### config.mk
export PLATFORM = sky130hd
export DESIGN_NAME = wdrc_top
export DESIGN_NICKNAME = d
export VERILOG_FILES = /design/src/wdrc_pkg.sv /design/src/wdrc_counter.sv /design/src/wdrc_top.sv
export VERILOG_INCLUDE_DIRS = /design/src
export SDC_FILE = /design/constraint.sdc
export NUM_CORES = 1
export LEC_CHECK = 0
export ABC_AREA = 1
export BUFFER_PORTS_ARGS = -buffer_cell sky130_fd_sc_hd__buf_2
export CORE_MARGIN = 4
export CORE_UTILIZATION = 25
export CTS_CLUSTER_SIZE = 24
export DETAILED_ROUTE_END_ITERATION = 8
export PLACE_DENSITY = 0.57
export RECOVER_POWER = 25
export SLEW_MARGIN = 30
export SYNTH_ARGS = -nofsm -noshare
export SYNTH_HDL_FRONTEND = slang
export SYNTH_SLANG_ARGS = --single-unit
### constraint.sdc
create_clock -name clock -period 6.02 [get_ports clock]
set_clock_uncertainty 0.15 [all_clocks]
set_input_delay 0.602 -clock clock [delete_from_list [all_inputs] [get_ports clock]]
set_output_delay 0.602 -clock clock [all_outputs]
set_load 0.01 [all_outputs]
### src/wdrc_defs.svh
// Offsets, field positions, reset values and timing counts of the watchdog block
`ifndef WDRC_DEFS_SVH
`define WDRC_DEFS_SVH

// Register indices as printed; the byte address is four times the index
`define WDRC_IDX_CAUSE 12'h055
`define WDRC_IDX_CTRL 12'h060
`define WDRC_ADDR_CAUSE (`WDRC_IDX_CAUSE * 4)
`define WDRC_ADDR_CTRL (`WDRC_IDX_CTRL * 4)

// Reset-cause register fields
`define WDRC_CAUSE_POWER_ON 0
`define WDRC_CAUSE_PIN 1
`define WDRC_CAUSE_BROWNOUT 2
`define WDRC_CAUSE_WDOG 3

// Watchdog control register fields
`define WDRC_CTRL_SEL0 0
`define WDRC_CTRL_SEL2 2
`define WDRC_CTRL_RESET_EN 3
`define WDRC_CTRL_UNLOCK 4
`define WDRC_CTRL_SEL3 5
`define WDRC_CTRL_IRQ_EN 6
`define WDRC_CTRL_IRQ_FLAG 7

// Reset values
`define WDRC_CAUSE_RESET 4'h1
`define WDRC_SEL_RESET 4'h0

// Timing
`define WDRC_UNLOCK_CYCLES 3'h4
`define WDRC_BASE_PERIOD 2048
`define WDRC_SEL_LAST 4'h9

`endif

### src/wdrc_pkg.sv
// Types shared by the watchdog block
package wdrc_pkg;

   // Operating mode, one-hot
   typedef enum logic [3:0] {
      MODE_STOPPED = 4'b0001,
      MODE_IRQ = 4'b0010,
      MODE_RESET = 4'b0100,
      MODE_IRQ_RESET = 4'b1000
   } wdrc_mode_t;

   // Control register contents
   typedef struct packed {
      logic irq_flag;
      logic irq_enable;
      logic unlock;
      logic reset_enable;
      logic [3:0] timeout_select;
   } wdrc_ctrl_t;

   // Reset-cause flags
   typedef struct packed {
      logic wdog;
      logic brownout;
      logic pin;
      logic power_on;
   } wdrc_cause_t;

endpackage

### src/wdrc_counter.sv
// Watchdog time-out counter stepped by the low-frequency oscillator
`timescale 1ns/10ps
`include "wdrc_defs.svh"

module wdrc_counter #(
   parameter int unsigned BASE_PERIOD = `WDRC_BASE_PERIOD
) (
   input wire logic clock,
   input wire logic reset,
   input wire logic clock_en,
   input wire logic osc_level,
   input wire logic run,
   input wire logic restart,
   input wire logic [3:0] timeout_select,
   output logic timeout_pulse
);

   logic osc_prev_reg; // Oscillator level one cycle ago
   logic [19:0] count_reg; // Oscillator cycles seen
   logic osc_rise; // Oscillator rising edge

   // Last count value before time-out for a select code
   function automatic logic [19:0] terminal_of(input logic [3:0] sel);
      logic [3:0] s;
      logic [20:0] period;
      s = (sel > `WDRC_SEL_LAST) ? `WDRC_SEL_LAST : sel;
      period = 21'(BASE_PERIOD) << s;
      return 20'(period - 21'h000001);
   endfunction

   assign osc_rise = osc_level & ~osc_prev_reg;

   // Oscillator edge detector
   always_ff @(posedge clock) begin
      if (reset) begin
         osc_prev_reg <= 1'b0;
      end else if (clock_en) begin
         osc_prev_reg <= osc_level;
      end
   end

   // Counter and time-out pulse
   always_ff @(posedge clock) begin
      if (reset) begin
         count_reg <= 20'h00000;
         timeout_pulse <= 1'b0;
      end else if (clock_en) begin
         timeout_pulse <= 1'b0;
         if (restart || !run) begin
            // Restart strobe clears the count
            count_reg <= 20'h00000;
         end else if (osc_rise) begin
            // Period doubles per select step
            if (count_reg >= terminal_of(timeout_select)) begin
               count_reg <= 20'h00000;
               timeout_pulse <= 1'b1;
            end else begin
               count_reg <= count_reg + 20'h00001;
            end
         end
      end
   end

endmodule

### src/wdrc_top.sv
// Watchdog timer with reset-cause flags behind an APB slave
//
// Functional notes
// Reset-cause bits 7:4 read zero
// Watchdog flag set on watchdog reset
// Brown-out flag set on brown-out event
// Pin flag set on external reset
// Power-on flag cleared only by software
// Interrupt flag: timeout sets, vector clears
// Interrupt needs global and local enable
// Vector in combined mode drops interrupt enable
// Unserviced interrupt then next timeout resets
// Mode from reset and interrupt enables
// Programmed fuse forces reset mode
// Clear enable, change select need unlock
// Unlock clears itself four cycles later
// Reset enable reads set while flag set
// Select gives 2048 to 1048576 cycles
// Software restarts counter before select change
// Init software clears flag and enable
// Software reads then clears reset causes
// Unlock write, then settings within four
// Counter runs on separate oscillator
// Fuse holds enable one, interrupt zero
// Watchdog reset pulse is one cycle
// Restart strobe clears counter
// Cause writes of one leave flags
`timescale 1ns/10ps
`include "wdrc_defs.svh"

module wdrc_top #(
   parameter int unsigned BASE_PERIOD = `WDRC_BASE_PERIOD
) (
   input wire logic clock,
   input wire logic reset,
   input wire logic clock_en,
   input wire logic psel,
   input wire logic penable,
   input wire logic pwrite,
   input wire logic [11:0] paddr,
   input wire logic [31:0] pwdata,
   output logic [31:0] prdata,
   output logic pready,
   output logic pslverr,
   input wire logic osc_level,
   input wire logic restart_strobe,
   input wire logic global_irq_enable,
   input wire logic irq_vector_ack,
   input wire logic pin_reset_event,
   input wire logic brownout_event,
   input wire logic always_on_fuse,
   output logic wdog_irq,
   output logic wdog_sys_reset
);

   wdrc_pkg::wdrc_ctrl_t ctrl_reg; // Control register state
   wdrc_pkg::wdrc_cause_t cause_reg; // Reset-cause flags
   logic [2:0] unlock_count_reg; // Cycles left in unlock window
   wdrc_pkg::wdrc_mode_t mode; // Effective operating mode
   logic fuse_on; // Fuse programmed (reads 0)
   logic reset_en_eff; // Reset enable as seen by logic
   logic irq_en_eff; // Interrupt enable as seen by logic
   logic timeout; // Time-out pulse from counter
   logic wdog_fire; // Watchdog system reset this cycle
   logic irq_set; // Time-out sets interrupt flag
   logic bus_setup_ok; // Access phase, answer not yet given
   logic bus_done; // Transfer completes at this edge
   logic wr_cause; // Write to reset-cause register
   logic wr_ctrl; // Write to control register
   logic hit_cause; // Address matches reset-cause register
   logic hit_ctrl; // Address matches control register
   logic [7:0] cause_rd; // Reset-cause read value
   logic [7:0] ctrl_rd; // Control read value
   logic [7:0] wbyte; // Low byte of write data

   assign wbyte = pwdata[7:0];

   // Address decode against register byte address
   // Only the low byte of write data reaches the registers
   // Upper write bits are dropped without an error
   // Reads fill bits 31:8 with zero
   // Unmapped addresses answer with an error
   function automatic logic addr_is(input logic [11:0] a, input logic [11:0] target);
      return a == target;
   endfunction

   assign hit_cause = addr_is(paddr, 12'(`WDRC_ADDR_CAUSE));
   assign hit_ctrl = addr_is(paddr, 12'(`WDRC_ADDR_CTRL));

   // Fuse and enable overrides
   // Programmed fuse shows as a low level on its pin
   // Watchdog flag keeps reset enable visible as set
   // Software cannot leave reset mode before clearing it
   // Interrupt enable reads zero under the fuse
   always_comb begin
      fuse_on = ~always_on_fuse;
      // Fuse locks enables
      reset_en_eff = ctrl_reg.reset_enable | cause_reg.wdog | fuse_on;
      irq_en_eff = ctrl_reg.irq_enable & ~fuse_on;
   end

   // Mode table
   // Stopped holds the counter at zero
   // Interrupt mode only raises the flag
   // Reset mode pulses the system reset
   // Combined mode interrupts first, resets on the next
   always_comb begin
      if (fuse_on) begin
         mode = wdrc_pkg::MODE_RESET;
      end else begin
         unique case ({reset_en_eff, irq_en_eff})
            2'b00: mode = wdrc_pkg::MODE_STOPPED;
            2'b01: mode = wdrc_pkg::MODE_IRQ;
            2'b10: mode = wdrc_pkg::MODE_RESET;
            2'b11: mode = wdrc_pkg::MODE_IRQ_RESET;
         endcase
      end
   end

   // Time-out action by mode
   // Decided in the cycle of the counter pulse
   // Uses the flag as it stood before this edge
   // A vector in the same cycle cannot stop the reset
   // Interrupt mode keeps a flag that is already set
   always_comb begin
      wdog_fire = 1'b0;
      irq_set = 1'b0;
      if (timeout) begin
         unique case (mode)
            // No action while stopped
            wdrc_pkg::MODE_STOPPED: irq_set = 1'b0;
            // Interrupt only
            wdrc_pkg::MODE_IRQ: irq_set = 1'b1;
            // Reset only
            wdrc_pkg::MODE_RESET: wdog_fire = 1'b1;
            // First time-out interrupts, unserviced second resets
            wdrc_pkg::MODE_IRQ_RESET: begin
               if (ctrl_reg.irq_flag) begin
                  wdog_fire = 1'b1;
               end else begin
                  irq_set = 1'b1;
               end
            end
         endcase
      end
   end

   // Counter on the oscillator edge
   // Oscillator level sampled on the system clock
   // Restart strobe and stopped mode both clear it
   // Reserved select codes act as the longest period
   // Counter freezes with the clock enable
   wdrc_counter #(
      .BASE_PERIOD(BASE_PERIOD)
   ) u_counter (
      .clock(clock),
      .reset(reset),
      .clock_en(clock_en),
      .osc_level(osc_level),
      .run(mode != wdrc_pkg::MODE_STOPPED),
      .restart(restart_strobe),
      .timeout_select(ctrl_reg.timeout_select),
      .timeout_pulse(timeout)
   );

   // APB handshake: answer one cycle into the access phase
   // Three cycles per transfer, setup cycle included
   // Ready is a one-cycle pulse, never held
   // Side effects happen only at the completion edge
   // Back-to-back transfers need no idle cycle
   assign bus_setup_ok = psel & penable & ~pready;
   assign bus_done = psel & penable & pready;
   assign wr_cause = bus_done & pwrite & hit_cause;
   assign wr_ctrl = bus_done & pwrite & hit_ctrl;

   // Read values
   // Effective enables are read, not the stored bits
   // Unlock bit reads back while its window is open
   // Reserved select codes read back as written
   always_comb begin
      cause_rd = {4'h0, cause_reg};
      ctrl_rd = 8'h00;
      ctrl_rd[`WDRC_CTRL_IRQ_FLAG] = ctrl_reg.irq_flag;
      ctrl_rd[`WDRC_CTRL_IRQ_EN] = irq_en_eff;
      ctrl_rd[`WDRC_CTRL_SEL3] = ctrl_reg.timeout_select[3];
      ctrl_rd[`WDRC_CTRL_UNLOCK] = ctrl_reg.unlock;
      ctrl_rd[`WDRC_CTRL_RESET_EN] = reset_en_eff;
      ctrl_rd[`WDRC_CTRL_SEL2:`WDRC_CTRL_SEL0] = ctrl_reg.timeout_select[2:0];
   end

   // Ready, error and read data
   // Read data returns to zero after the answer
   // Error shares the pulse of ready
   // All three frozen with the clock enable
   always_ff @(posedge clock) begin
      if (reset) begin
         pready <= 1'b0;
         pslverr <= 1'b0;
         prdata <= 32'h00000000;
      end else if (clock_en) begin
         pready <= bus_setup_ok;
         // Unmapped address answers with error
         pslverr <= bus_setup_ok & ~(hit_cause | hit_ctrl);
         if (bus_setup_ok && !pwrite && hit_cause) begin
            prdata <= {24'h000000, cause_rd};
         end else if (bus_setup_ok && !pwrite && hit_ctrl) begin
            prdata <= {24'h000000, ctrl_rd};
         end else begin
            prdata <= 32'h00000000;
         end
      end
   end

   // Reset-cause flags; hardware events win over a write
   // Writing zero clears, writing one keeps
   // Event in the clearing cycle keeps its flag
   // Power-on flag has no hardware set outside reset
   // Reserved upper write bits have no effect
   always_ff @(posedge clock) begin
      if (reset) begin
         // Power-on sets only its own flag
         cause_reg <= `WDRC_CAUSE_RESET;
      end else if (clock_en) begin
         if (wr_cause) begin
            // Zero clears, one leaves, upper bits ignored
            cause_reg.power_on <= cause_reg.power_on & wbyte[`WDRC_CAUSE_POWER_ON];
            cause_reg.pin <= (cause_reg.pin & wbyte[`WDRC_CAUSE_PIN]) | pin_reset_event;
            cause_reg.brownout <= (cause_reg.brownout & wbyte[`WDRC_CAUSE_BROWNOUT])
                                  | brownout_event;
            cause_reg.wdog <= (cause_reg.wdog & wbyte[`WDRC_CAUSE_WDOG]) | wdog_fire;
         end else begin
            // Events set their flags
            cause_reg.pin <= cause_reg.pin | pin_reset_event;
            cause_reg.brownout <= cause_reg.brownout | brownout_event;
            cause_reg.wdog <= cause_reg.wdog | wdog_fire;
         end
      end
   end

   // Unlock window timer
   // Window lasts four enabled cycles
   // A second opening write restarts the window
   // Writing zero to unlock does not close it early
   // Later writes inside the window still load settings
   always_ff @(posedge clock) begin
      if (reset) begin
         ctrl_reg.unlock <= 1'b0;
         unlock_count_reg <= 3'h0;
      end else if (clock_en) begin
         if (wr_ctrl && wbyte[`WDRC_CTRL_UNLOCK]) begin
            // Opening write of the timed sequence
            ctrl_reg.unlock <= 1'b1;
            unlock_count_reg <= `WDRC_UNLOCK_CYCLES;
         end else if (unlock_count_reg == 3'h1) begin
            // Window closes by itself
            ctrl_reg.unlock <= 1'b0;
            unlock_count_reg <= 3'h0;
         end else if (unlock_count_reg != 3'h0) begin
            unlock_count_reg <= unlock_count_reg - 3'h1;
         end
      end
   end

   // Reset enable and time-out select
   // Setting reset enable needs no unlock
   // Clearing waits for unlock and a clear watchdog flag
   // Select changes outside the window are dropped
   // Fuse wins over any write of reset enable
   always_ff @(posedge clock) begin
      if (reset) begin
         ctrl_reg.reset_enable <= 1'b0;
         ctrl_reg.timeout_select <= `WDRC_SEL_RESET;
      end else if (clock_en) begin
         if (fuse_on) begin
            ctrl_reg.reset_enable <= 1'b1;
         end else if (wr_ctrl && wbyte[`WDRC_CTRL_RESET_EN]) begin
            // Setting is always allowed
            ctrl_reg.reset_enable <= 1'b1;
         end else if (wr_ctrl && ctrl_reg.unlock && !cause_reg.wdog) begin
            // Clearing needs unlock and a clear watchdog flag
            ctrl_reg.reset_enable <= 1'b0;
         end
         if (wr_ctrl && ctrl_reg.unlock) begin
            // Select changes only inside the window
            ctrl_reg.timeout_select <= {wbyte[`WDRC_CTRL_SEL3],
                                        wbyte[`WDRC_CTRL_SEL2:`WDRC_CTRL_SEL0]};
         end
      end
   end

   // Interrupt enable
   // Fuse keeps it at zero
   // Vector in combined mode drops back to reset mode
   // Plain interrupt mode keeps it across vectors
   always_ff @(posedge clock) begin
      if (reset) begin
         ctrl_reg.irq_enable <= 1'b0;
      end else if (clock_en) begin
         if (fuse_on) begin
            ctrl_reg.irq_enable <= 1'b0;
         end else if (irq_vector_ack && reset_en_eff) begin
            // Vector in combined mode falls back to reset mode
            ctrl_reg.irq_enable <= 1'b0;
         end else if (wr_ctrl) begin
            ctrl_reg.irq_enable <= wbyte[`WDRC_CTRL_IRQ_EN];
         end
      end
   end

   // Interrupt flag; a time-out wins over any clear
   // Vector and a write of one both clear
   // Set wins so that no time-out is lost
   // Write of zero leaves it as it is
   always_ff @(posedge clock) begin
      if (reset) begin
         ctrl_reg.irq_flag <= 1'b0;
      end else if (clock_en) begin
         if (irq_set) begin
            ctrl_reg.irq_flag <= 1'b1;
         end else if (irq_vector_ack) begin
            // Vector execution clears
            ctrl_reg.irq_flag <= 1'b0;
         end else if (wr_ctrl && wbyte[`WDRC_CTRL_IRQ_FLAG]) begin
            // Write of one clears
            ctrl_reg.irq_flag <= 1'b0;
         end
      end
   end

   // Interrupt request and system reset outputs
   // Request lags the flag by one cycle
   // Reset pulse is one cycle wide
   // Reset pulse does not reset this block
   // System logic must reset it only at power-on
   always_ff @(posedge clock) begin
      if (reset) begin
         wdog_irq <= 1'b0;
         wdog_sys_reset <= 1'b0;
      end else if (clock_en) begin
         // Request only with both enables set
         wdog_irq <= ctrl_reg.irq_flag & irq_en_eff & global_irq_enable;
         // Single-cycle reset pulse
         wdog_sys_reset <= wdog_fire;
      end
   end

endmodule

Word-level counts from Yosys, hierarchy flattened
Cells that the tools add are included.

cells by class
  $add $sub $neg = 3
  multiply operators = 0
  div/mod/pow operators = 0
  $lt $le $gt $ge = 2
  equality and inequality tests = 12
  shift operators = 1
  multiplexer cells = 32
  bitwise logic cells = 28
  reduce and logical (&&, ||, !) cells = 27

operators by type and width
  operator                 number
  $mux W20                 3
  $eq A12 B9 Y1 const B    2
  $add A20 B1 Y20 const B  1
  $ge A20 B20 Y1           1
  $shl A12 B4 Y20 const A  1
  $sub A20 B1 Y20 const B  1
  $mux W1                  18
  $mux W8                  2
  $pmux W4 S4              1
  $reduce_and A2 Y1        8
  $and A1 B1 Y1            15
  $mux W3                  4
  $logic_and A1 B1 Y1      9
  $or A1 B1 Y1             9
  $reduce_bool A3 Y1       3
  $mux W4                  2
  $ne A3 B1 Y1 const B     2
  $eq A2 B2 Y1 const B     2
  $eq A4 B2 Y1 const B     1
  $eq A4 B3 Y1 const B     1
  $eq A4 B4 Y1 const B     1
  $gt A4 B4 Y1 const B     1
  $ne A4 B1 Y1 const B     1
  $not A1 Y1               4
  other kinds (8)          12

word-level totals
  register bits = 73
  bits in latches = 0
  RAM bits = 0
  bits in read-only memories = 0
  bits of input ports = 57
  output and inout port bits = 36
  logic and storage cells = 123
  memories kept = 0

Longest topological paths before layout
  depth in word-level cells = 10
  gate-level depth with buffers = 17
  depth with buffers taken out = 15

By module
From an unflattened synthesis, not the netlist that was laid out.

second synthesis, totals
  cells, all modules = 466
  area total of the unflattened synthesis = 3160.5 µm²

by module, submodules not included
  module        times used  cells an instance  area each (µm²)  seq. area each (µm²)
  wdrc_top      1           236                1641.6           540.5
  wdrc_counter  1           230                1519.0           440.4

Worst setup path before layout
OpenSTA, ideal clock, no wires.

  path type = register to register
  start point = register ctrl_rd[1] (netlist name)
  end point = register u_counter.count_reg[9]
  setup time = 0.064 ns
  arrival time = 2.319 ns
  slack = 3.487 ns
  cell stages (with the launch flop) = 18
  cell sequence = dfxtp_1 -> clkbuf_1 -> nor2_1 -> nand3_1 -> ha_1 -> nand2_1 -> nor3_1 -> a31oi_1 -> nand2_1 -> ha_1 -> a21oi_1 -> o21ai_0 -> nor2_2 -> nand3_2 -> nand2_2 -> nand2_4 -> buf_12 -> nor2_1

on the way
  longest elaborated chain between the ends = 8

RTL lines
  item                    line                source
  $gt A4 B4 Y1 (no line)  --
  $mux W4 (*)             wdrc_counter.sv:26  s = (sel > `WDRC_SEL_LAST) ? `WDRC_SEL_LAST : sel;
  $shl A12 B4 Y20 (*)     wdrc_counter.sv:27  period = 21'(BASE_PERIOD) << s;
  $sub A20 B1 Y20 (*)     wdrc_counter.sv:28  return 20'(period - 21'h000001);
  $ge A20 B20 Y1 (*)      wdrc_counter.sv:54  if (count_reg >= terminal_of(timeout_select)) begin
  $mux W20 (*)            wdrc_counter.sv:54
  $mux W20 (*)            wdrc_counter.sv:52  end else if (osc_rise) begin
  $mux W20 (*)            wdrc_counter.sv:49  if (restart || !run) begin
  end signal, assigned    wdrc_counter.sv:58  count_reg <= count_reg + 20'h00001;
  end, declared           wdrc_counter.sv:19  logic [19:0] count_reg;

Mark *: on every way between the ends. The rest lies on a longest branch, timed or not. The select of a mux whose other input is x is not followed.
A chain may end at the register's enable or synchronous reset.

Final worst setup path
  start point = register ctrl_rd[1] (netlist name)
  end point = register u_counter.count_reg[17]

on the way
  longest elaborated chain between the ends = 8

RTL lines
  item                    line
  $gt A4 B4 Y1 (no line)  --
  $mux W4 (*)             wdrc_counter.sv:26
  $shl A12 B4 Y20 (*)     wdrc_counter.sv:27
  $sub A20 B1 Y20 (*)     wdrc_counter.sv:28
  $ge A20 B20 Y1 (*)      wdrc_counter.sv:54
  $mux W20 (*)            wdrc_counter.sv:54
  $mux W20 (*)            wdrc_counter.sv:52
  $mux W20 (*)            wdrc_counter.sv:49

Marks and branches as above.

==> metrics.txt <==
PnR Total Power 0.813 mW; Final Setup Violations 0; EDFF count, synth 0; Total Routing Usage GR 9.89%; CP arrival 2.87 ns; Netlist cell types 35; clock sinks 49; worst endpoint required time 6.09 ns; GRT overflow 0; #FFs+latches synth 49; Synth Area in XOR/XNOR 3.08%; largest net degree at the start of global routing 30; # hold bufs at CTS 0; pwr/cell area 230 nW/um2; clock latency on the worst-skew pair 0.29 ns; status finished, final reports clean; Root Driver clkbuf_16; fraction of layout instances using a drive strength above 1 14.9%; Ports 93; Die ar. 14300 um2; synth top area cells dfxtp_1 31%, nand2_1 14%, buf_4 6.0%; DR iter-0 viols 104; Layout Utilization 29.2%; sequential share of the synthesized area 31.4%; worst flop-to-flop path startpoint ctrl_rd[1]; setup TNS 0 ns; initial core utilization 25.8%; WL met3 464 um; drt drc 0; Num CTS Buffers 5; Fin. Hold Viols 0; Total Routed Length 7.00 mm; Setup crit start ctrl_rd[1]; Placer Congestion 0.840; WL met2 3.15 mm; DR pass1 iterations 5; Hold/Removal Path Class flip-flop to flip-flop; CTS max path bufs 2; Detailed Place HPWL 5.39 mm; CP Launch Type flip-flop; Slew Limit Fails 0; post-synth top area share 31.4%; Worst-Margin Slew 1.32 ns; Synth Area in Simple Gates 37.1%; max_cap viols 0; Die Y 120 um; WS Path Type flip-flop to flip-flop; # port buffers 44; Largest register FFs 20; Crit Path Max Fanout 19; YS warnings 0; number of global-route vias before repair 2735; area leader, netlist dfxtp_1; Async SR Flop Fraction 0%; CORE AREA 12100 um2; Layout Nets 572; RSZ-0062 raised after global routing no; Reg clk slew, reported paths 0.07 ns; Post-CTS Setup Inserts 0; Area Growth Syn to Fin 13.0%; Finished Cell Area 3530 um2; largest family of logic cells by synthesized area simple AND/OR/NAND/NOR gates; reg2reg setup slack 3.22 ns; H-tree levels 2; Commonest cells post-synth 116 x nand2_1, 50 x inv_1, 50 x nor2_1; post-DR vias/cell 4.33; TritonCTS clock tree done; initial antenna violation count 0; crit path time final 2.80 ns; post-CTS resize count 0; row count 40; fmax 357 MHz; count leader, synth nand2_1; Post-Layout Cell Count 670; ant diodes 0; hold_sp u_counter.osc_prev_reg; Max Used Layer met4; Die Width 120 um; first-pass GRT wire length 11.9 mm; final worst slack 3.22 ns; period utilization 46.6%; Placed Area 3380 um2; DP Worst Slack 3.23 ns; Mapped Cells 464; Filler Cells Inserted 1362; via count 2899; Critical Path End Type flip-flop; DRT antenna net count 0; Compound-Gate Fraction of Synth Area 8.13%; Post-Synth Adder-Cell Area 5.61%; Max VDD drop 107 uV; Routed wire per std cell 10.4 um; mux share of post-synthesis cell area 0%; final hold slack 0.311 ns; main flop type after synthesis dfxtp_1; syn avg cell area 6.73 um2; Placed Cells 662; max_slew headroom 11.7%; met1 wire length 3.26 mm; Post-Syn Area 3120 um2; Static Leak 1.46 nW
[critical path, stage by stage (launching register included)]
cell and delay (ns):
dfxtp_1 0.39, nor2_1 0.17, nand3_1 0.13, ha_1 0.23, nand2_1 0.13, nor3_1 0.06, a31oi_1 0.15, nand2_1 0.09
ha_1 0.30, a21oi_1 0.15, o21ai_0 0.10, nor2_2 0.17, nand3_2 0.08, nand2_2 0.08, nand2_4 0.17, nor2_1 0.17
[power breakdown]
part,switching [mW],total [mW],internal [mW]
clock network,0.126,0.323,0.197
registers,0.00943,0.347,0.338
logic,0.0915,0.143,0.0515
[placed cells by master, fill, tap and decap left out, drive strengths merged]
cell | synthesis | final
nand2 | 127 | 127
nor2 | 71 | 71
inv | 51 | 51
dfxtp | 49 | 49
buf | 31 | 31
nand3 | 31 | 31
a21oi | 30 | 30
conb | 1 | 24
clkbuf | 6 | 18
ha | 14 | 14
nand4 | 13 | 13
o21ai | 13 | 13
xor2 | 10 | 10
nor3 | 8 | 8
clkinv | 1 | 2
o31ai | 1 | 1
a31oi | 1 | 1
nor4 | 1 | 1
xnor2 | 1 | 1
nand3b | 1 | 1
o2111ai | 1 | 1
a32oi | 1 | 1
o21bai | 1 | 1
bufinv | 0 | 1
clkinvlp | 0 | 1
[layer usage]
| metal | vias up | track usage (%) |
|---|---|---|
| met2 | 85 | 16.9 |
| met3 | 13 | 2.92 |
| met5 | - | 0 |
| met4 | 0 | 2.86 |
| met1 | 1300 | 12.1 |
| li1 | 1501 | - |
[logic make-up after synthesis]
kind of cell,after synthesis
and+or+nand+nor,252
buffers and inverters,89
DFF,49
AOI/OAI and AO/OA,48
adders and majority gates,14
xor gates and xnor gates,11
other,1
[final timing paths]
path / depth (start not counted) / end
max: 15 / u_counter.count_reg[17]
min reg2reg: 2 / u_counter.osc_prev_reg
min: 2 / u_counter.osc_prev_reg
max reg2reg: 15 / u_counter.count_reg[17]
[cell type report]
type	instances	area, um2	area share, %
well taps	168	210	5.95
inverters	52	195	5.53
flip-flops and latches	49	981	27.8
clock inverters	3	46.3	1.31
repair buffers	44	204	5.78
clock buffers	5	125	3.54
multi-input cells	349	1770	50.1
Note: power is estimated with default switching activity, not from simulation.
